==> src/pfss_defs.vh <==
`ifndef PFSS_DEFS_VH
`define PFSS_DEFS_VH
`define PFSS_RST_ACTIVE       1'B1
`define PFSS_TAMPER_ACTIVE    1'B1
`define PFSS_WARN_VECTOR      8'H2B
`define PFSS_CE_WIDTH         4
`define PFSS_CE_INACTIVE      4'HF
`define PFSS_CLK_HZ           20000000
`define PFSS_CUT_TIME_NS      1000
`define PFSS_CUT_CYCLES       ((`PFSS_CUT_TIME_NS * (`PFSS_CLK_HZ / 1000000)) / 1000)
`define PFSS_CNT_WIDTH        8
`define PFSS_WARN_EN_RESET    1'B0
`endif

==> src/pfss_sync.v <==
`timescale 1ns/1ps
`default_nettype none
module pfss_sync
#(
  parameter [0:0] RESET_VAL = 1'B0
)
(
  input  wire clk_sys,
  input  wire rst_b,
  input  wire din,
  output reg  dout
);
  reg meta;
  always @(posedge clk_sys or negedge rst_b)
  begin
    if (!rst_b)
    begin
      meta <= RESET_VAL;
      dout <= RESET_VAL;
    end
    else
    begin
      meta <= din;
      dout <= meta;
    end
  end
endmodule
`default_nettype wire

==> src/pfss_top.v <==
`timescale 1ns/1ps
`default_nettype none
`include "pfss_defs.vh"
module pfss_top
(
  input  wire                       clk_sys,
  input  wire                       rst_b,
  input  wire                       reset_pin,
  input  wire                       loader_request_n,
  input  wire                       tamper_erase_in,
  input  wire                       below_warning,
  input  wire                       below_min_operating,
  input  wire                       below_backup_switch,
  input  wire                       warn_enable_wr,
  input  wire                       warn_enable_data,
  input  wire [`PFSS_CE_WIDTH-1:0]  core_chip_enable_n,
  input  wire                       core_rw_n,
  output reg                        core_reset,
  output reg                        loader_start,
  output reg                        boot_to_loader,
  output reg                        key_erase,
  output reg                        vector_erase,
  output reg                        switched_memory_supply,
  output reg                        warn_irq,
  output reg  [7:0]                 warn_vector,
  output reg                        warn_status,
  output reg                        warn_enable,
  output reg                        backup_mode,
  output reg                        circuits_disable,
  output reg  [`PFSS_CE_WIDTH-1:0]  mem_chip_enable_n,
  output reg                        mem_rw_n
);
  localparam [2:0] ST_IDLE = 3'B001;
  localparam [2:0] ST_CUT  = 3'B010;
  localparam [2:0] ST_HOLD = 3'B100;
  localparam [31:0] CUT_TOTAL = `PFSS_CUT_CYCLES;
  // the count is an integer expression; keep only the counter's bits
  localparam [`PFSS_CNT_WIDTH-1:0] CUT_CYCLES =
    CUT_TOTAL[`PFSS_CNT_WIDTH-1:0];

  reg                       rst_meta;
  reg                       rst_sync_b;
  wire                      s_reset;
  wire                      s_loader_req;
  wire                      s_tamper;
  wire                      s_warn;
  wire                      s_min;
  wire                      s_backup;
  reg                       loader_prev;
  reg                       boot_sampled;
  reg  [1:0]                sync_fill;
  reg  [2:0]                state;
  reg  [2:0]                next_state;
  reg  [`PFSS_CNT_WIDTH-1:0] cnt;
  reg  [`PFSS_CNT_WIDTH-1:0] next_cnt;
  wire                      low_supply;
  wire                      settled;
  wire                      strobe_block;

  // one decode shared by the erase, supply and reset outputs
  function is_cut;
    input [2:0] st;
    begin
      is_cut = (st == ST_CUT);
    end
  endfunction

  // reset leaves through two flops so every flop sees it at one edge
  always @(posedge clk_sys or negedge rst_b)
  begin
    if (!rst_b)
    begin
      rst_meta   <= 1'B0;
      rst_sync_b <= 1'B0;
    end
    else
    begin
      rst_meta   <= 1'B1;
      rst_sync_b <= rst_meta;
    end
  end

  // pins and comparators are asynchronous; all pass two flops first
  pfss_sync
  #(
    .RESET_VAL (1'B0)
  )
  u_sync_rst
  (
    .clk_sys   (clk_sys),
    .rst_b     (rst_sync_b),
    .din       (reset_pin),
    .dout      (s_reset)
  );

  // the loader pin is inverted ahead of the flops, so idle reads low
  pfss_sync
  #(
    .RESET_VAL (1'B0)
  )
  u_sync_loader
  (
    .clk_sys   (clk_sys),
    .rst_b     (rst_sync_b),
    .din       (~loader_request_n),
    .dout      (s_loader_req)
  );

  pfss_sync
  #(
    .RESET_VAL (1'B0)
  )
  u_sync_tamper
  (
    .clk_sys   (clk_sys),
    .rst_b     (rst_sync_b),
    .din       (tamper_erase_in),
    .dout      (s_tamper)
  );

  pfss_sync
  #(
    .RESET_VAL (1'B0)
  )
  u_sync_warn
  (
    .clk_sys   (clk_sys),
    .rst_b     (rst_sync_b),
    .din       (below_warning),
    .dout      (s_warn)
  );

  pfss_sync
  #(
    .RESET_VAL (1'B0)
  )
  u_sync_min
  (
    .clk_sys   (clk_sys),
    .rst_b     (rst_sync_b),
    .din       (below_min_operating),
    .dout      (s_min)
  );

  pfss_sync
  #(
    .RESET_VAL (1'B0)
  )
  u_sync_backup
  (
    .clk_sys   (clk_sys),
    .rst_b     (rst_sync_b),
    .din       (below_backup_switch),
    .dout      (s_backup)
  );

  // backup implies min implies warning, even if comparators disagree
  assign low_supply = s_min | s_backup;

  // synchroniser outputs mean nothing until both flops have refilled
  assign settled      = sync_fill[1];
  assign strobe_block = low_supply | ~settled;

  // s_loader_req is the inverted pin, so high means request pin low
  always @(posedge clk_sys or negedge rst_sync_b)
  begin
    if (!rst_sync_b)
    begin
      sync_fill    <= 2'B00;
      loader_prev  <= 1'B0;
      boot_sampled <= 1'B0;
      loader_start <= 1'B0;
    end
    else
    begin
      sync_fill    <= {sync_fill[0], 1'B1};
      loader_prev  <= s_loader_req;
      // the strap cycle is no edge: a pin held low gives no start
      loader_start <= s_loader_req & ~loader_prev & boot_sampled;
      if (settled)
        boot_sampled <= 1'B1;
    end
  end

  // level at first settled cycle after release acts as the boot strap
  always @(posedge clk_sys or negedge rst_sync_b)
  begin
    if (!rst_sync_b)
      boot_to_loader <= 1'B0;
    else if (!boot_sampled)
      boot_to_loader <= s_loader_req & settled;
    else if (s_loader_req & ~loader_prev)
      boot_to_loader <= 1'B1;
    else if (core_reset & ~s_loader_req)
      boot_to_loader <= 1'B0;
  end

  always @*
  begin
    next_state = state;
    next_cnt   = cnt;
    case (state)
      ST_IDLE:
      begin
        if (s_tamper == `PFSS_TAMPER_ACTIVE)
        begin
          next_state = ST_CUT;
          next_cnt   = CUT_CYCLES;
        end
      end
      ST_CUT:
      begin
        if (cnt <= 8'H01)
          next_state = ST_HOLD;
        else
          next_cnt = cnt - 8'H01;
      end
      ST_HOLD:
      begin
        // one unlock per high level; a new one needs the pin to drop
        if (s_tamper != `PFSS_TAMPER_ACTIVE)
          next_state = ST_IDLE;
      end
      default:
        next_state = ST_IDLE;
    endcase
  end

  always @(posedge clk_sys or negedge rst_sync_b)
  begin
    if (!rst_sync_b)
    begin
      state                  <= ST_IDLE;
      cnt                    <= 8'H00;
      key_erase              <= 1'B0;
      vector_erase           <= 1'B0;
      switched_memory_supply <= 1'B1;
    end
    else
    begin
      state                  <= next_state;
      cnt                    <= next_cnt;
      key_erase              <= is_cut(next_state);
      vector_erase           <= is_cut(next_state);
      switched_memory_supply <= ~is_cut(next_state) & ~s_backup;
    end
  end

  always @(posedge clk_sys or negedge rst_sync_b)
  begin
    if (!rst_sync_b)
    begin
      core_reset        <= 1'B1;
      warn_enable       <= `PFSS_WARN_EN_RESET;
      warn_status       <= 1'B0;
      warn_irq          <= 1'B0;
      warn_vector       <= `PFSS_WARN_VECTOR;
      backup_mode       <= 1'B0;
      circuits_disable  <= 1'B0;
      mem_chip_enable_n <= `PFSS_CE_INACTIVE;
      mem_rw_n          <= 1'B1;
    end
    else
    begin
      // reset pin, low supply and an unlock all hold the core in reset
      // until the flops refill the pin and supply levels are not known
      core_reset <= (s_reset == `PFSS_RST_ACTIVE) | low_supply
                    | is_cut(next_state) | ~settled;
      if (warn_enable_wr)
        warn_enable <= warn_enable_data;
      warn_status <= s_warn | low_supply;
      // interrupt only; never feeds core_reset or a stall
      warn_irq    <= (s_warn | low_supply) & warn_enable;
      warn_vector <= `PFSS_WARN_VECTOR;
      backup_mode      <= s_backup;
      circuits_disable <= s_backup;
      // strobes stay parked high until the supply flags can be trusted
      if (strobe_block)
      begin
        mem_chip_enable_n <= `PFSS_CE_INACTIVE;
        mem_rw_n          <= 1'B1;
      end
      else
      begin
        mem_chip_enable_n <= core_chip_enable_n;
        mem_rw_n          <= core_rw_n;
      end
    end
  end
endmodule
`default_nettype wire

==> config.mk <==
export PLATFORM = sky130hd
export DESIGN_NAME = pfss_top
export DESIGN_NICKNAME = d
export VERILOG_FILES = /design/src/pfss_sync.v /design/src/pfss_top.v
export VERILOG_INCLUDE_DIRS = /design/src /design/src/src
export SDC_FILE = /design/constraint.sdc
export NUM_CORES = 1
export LEC_CHECK = 0
export ABC_AREA = 1
export BUFFER_PORTS_ARGS = -buffer_cell sky130_fd_sc_hd__buf_2
export CELL_PAD_IN_SITES_DETAIL_PLACEMENT = 2
export CELL_PAD_IN_SITES_GLOBAL_PLACEMENT = 2
export CORE_ASPECT_RATIO = 1.1
export CORE_MARGIN = 4
export CORE_UTILIZATION = 32
export CTS_CLUSTER_SIZE = 8
export DETAILED_ROUTE_END_ITERATION = 10
export HOLD_SLACK_MARGIN = 0.03
export PLACE_DENSITY = 0.74
export SYNTH_ARGS = -nofsm -noshare
export SYNTH_HDL_FRONTEND = slang
export SYNTH_HIERARCHICAL = 1
export SYNTH_SLANG_ARGS = --single-unit
==> constraint.sdc <==
create_clock -name clk_sys -period 1.5 [get_ports clk_sys]
set_input_delay 0.3 -clock clk_sys [delete_from_list [all_inputs] [get_ports clk_sys]]
set_output_delay 0.3 -clock clk_sys [all_outputs]
set_load 0.03 [all_outputs]
==> results.toml <==
[logic_synthesis]
yosysUniqueCellTypes = 23
syn_inst = 166
yosysSeqAreaShare = 0.634
synthTopCellsByArea = "dfrtp_1, dfstp_2, nand2_1"
synth_top_area_frac = 0.511
synth.avg_cell_area_sq_um = 10.3
yosys_warnings = 6
netlist.top_cell.by_area = "dfrtp_1"
synth-seq-cells = 43
syn_area_sq_um = 1710

[final_layout]
nFillCells = 568
drive_above_1_share = 0.366
fin_area_sq_um = 2190
seq_area_sq_um = 1090
nNetsFinal = 232
antenna_cells = 0
multiInputGateArea_sq_um = 546
synthToLayoutAreaGrowth_pct = 27.6

[clock_network]
clk_latency_ns = 0.29
clock_sinks = 43
htreeDepth = 2
root_buffer = "clkbuf_8"
cts_tree = "built"
path_clk_slew_ns = 0.08
cts_made_buffers = 5
cts.path.max_buffers = 2

[worst_hold_path]
min_to = "u_sync_rst/meta"
hold_path.class = "in2reg"
hold_path_startpoint = "reset_pin"
hold_depth = 1

[critical_path]
slowest_delay_ns = 0.40
cp-start-kind = "flop"
worst_r2r_endpoint = "cnt[6]"
worstSetupPathType = "reg2reg"
worstPathArrival_ns = 1.70
rrSetupSlack_ns = 0.01
reg2reg_from = "cnt[1]"
path_buf_inv = 2
cpLargestDelayFamily = "simple AND/OR/NAND/NOR gates"
r2r_cells = 10
end_kind = "flop"
crit_top_cell = "nor2_4"
worstPathRequired_ns = 1.71
path_cells = "inv_2 -> ha_4 -> inv_2 -> nand2_2 -> nand2_2 -> nor2_4 -> nor2_4 -> nor2_4 -> nand2_1 -> o21ai_1"
slowest_stage = "dfrtp_1"
path_max_fanout = 5

[sta]
finalMaxSlewViolations = 0
worst_clock_skew_ns = 0.00342
fmax_ghz = 0.672
rsz0062_at_grt = "yes"
final-setup-viol-count = 0
worst_slack_ns = 0.0130
hold_violations = 0
min_period_over_period = 0.991
min_period_ns = 1.49

[route]
wl_met2_microns = 2460
highest_layer = "met4"
wl_per_cell_microns = 14.9
vias_per_cell = 4.35
drt-total-wl_microns = 4280
drc = 0
num_vias = 1253
dr_wl_met3_microns = 204
drt-met1-wl_microns = 1530
ant_nets = 0
initialDrtViolationCount = 43
drtPass1Iterations = 3

[run]
cap_violations = 0

[placement]
pre_cts_ws_ns = -0.0863
place_hpwl_microns = 2950
gp_congestion = 0.722
portBuffers = 30
placed_area_sq_um = 1950

[floorplan]
die_w_microns = 77.8
start_util = 0.336
io-pin-count = 39
num_rows = 27
coreArea_sq_um = 5100
fp.dieArea_sq_um = 6590
die_h_microns = 84.7

[global_routing]
grt_max_degree = 30
grt_pass1_wl_microns = 7320
antenna_found_initial = 0
gr-total-overflow = 0
grt_usage = 0.145
grt_pass1_vias = 1493

[power]
ir_worst_vdd_mv = 0.794
p_leak_nw = 1.04
powerDensity_nw_per_um2 = 1720

[outcome]
status = "finished, final reports clean"
-- state kept, by name (all words and copies together) (netlist names), 2 cells and up --
register and count:
cnt 8, mem_chip_enable_n 4, state 3, sync_fill 2
-- cells in the final DEF (no fill, tap or decap), drive strengths merged, types with 2 or more instances in the layout --
master / n
nor3: 3
inv: 25
ha: 2
nand3: 5
nand3b: 2
nand2: 36
nor2: 19
buf: 42
o21bai: 3
o21ai: 13
dfrtp: 35
dfstp: 8
clkbuf: 6
conb: 10
-- synth_stat cells --
master and count:
o21bai_4 1, xor2_1 1, dfrtp_1 35, xnor2_1 1, o21bai_1 2, nand2_1 36, nor3b_1 1, nor3_4 1
dfstp_2 8, nor3_1 2, nor2_4 3, a21oi_1 1, nand3b_1 2, inv_4 1, nor2_1 14, buf_4 10
o21ai_0 7, nand3_1 5, ha_1 2, inv_1 24, nor2_2 1, o21ai_1 6, conb_1 2
-- kinds of logic after synthesis --
family / count (synthesis) / synth area share
simple gates: 65 / 0.176
flops: 43 / 0.634
buf+inv: 35 / 0.100
compound gates: 17 / 0.0606
xor+xnor: 2 / 0.0102
fa+ha+maj: 2 / 0.0146
other cells: 2 / 0.00438
-- per-stage QoR --
stage	hold slack (ns)	total power [mW]	cells	TNS (ns)	utilization
2_1_floorplan	0.00441	2.28	174	0	-
3_3_place_gp	0.0842	2.51	271	0	0.381
3_5_place_dp	0.0866	2.59	271	-0.352	0.381
4_1_cts	0.0962	3.73	287	-0.00532	0.422
5_1_grt	0.0885	4.06	288	-0.655	0.429
6_report	0.110	3.76	288	0	0.429
-- power by group --
part | internal [mW] | total (mW) | switching [mW]
sequential | 1.34 | 1.48 | 0.140
clock | 0.497 | 0.892 | 0.396
combinational | 0.524 | 1.40 | 0.871
total | 2.36 | 3.76 | 1.41
-- layout make-up --
class | instances | area share
Multi-Input combinational cell | 97 | 0.250
Clock inverter | 2 | 0.0172
Clock buffer | 6 | 0.0332
Inverter | 25 | 0.0452
Timing Repair Buffer | 43 | 0.116
Tap cell | 72 | 0.0412
Sequential cell | 43 | 0.497
-- worst max path at each step --
stage,start,end,depth (start not counted)
floorplan,cnt[0],cnt[6],9
global placement,cnt[0],cnt[6],9
detailed placement,cnt[0],cnt[6],10
CTS,cnt[0],cnt[4],10
global route,cnt[1],cnt[4],10
finish,cnt[1],cnt[6],10
-- per-layer routing --
layer | track usage | vias to the layer above
met5 | 0 | -
met4 | 0.0437 | 0
met3 | 0.0397 | 9
met2 | 0.276 | 29
met1 | 0.152 | 632
li1 | - | 583
-- timing repair --
| item | 4_1_cts | 5_1_grt |
|---|---|---|
| pin swaps | 7 | 6 |
| gates cloned | 1 | 0 |
| hold endpoints to repair | 2 | 0 |
| gates resized for setup | 13 | 9 |
| setup endpoints to repair | 9 | 11 |
| hold buffers | 1 | 0 |
| setup buffers | 6 | 1 |
No activity file was read; power rests on OpenSTA's default activity.
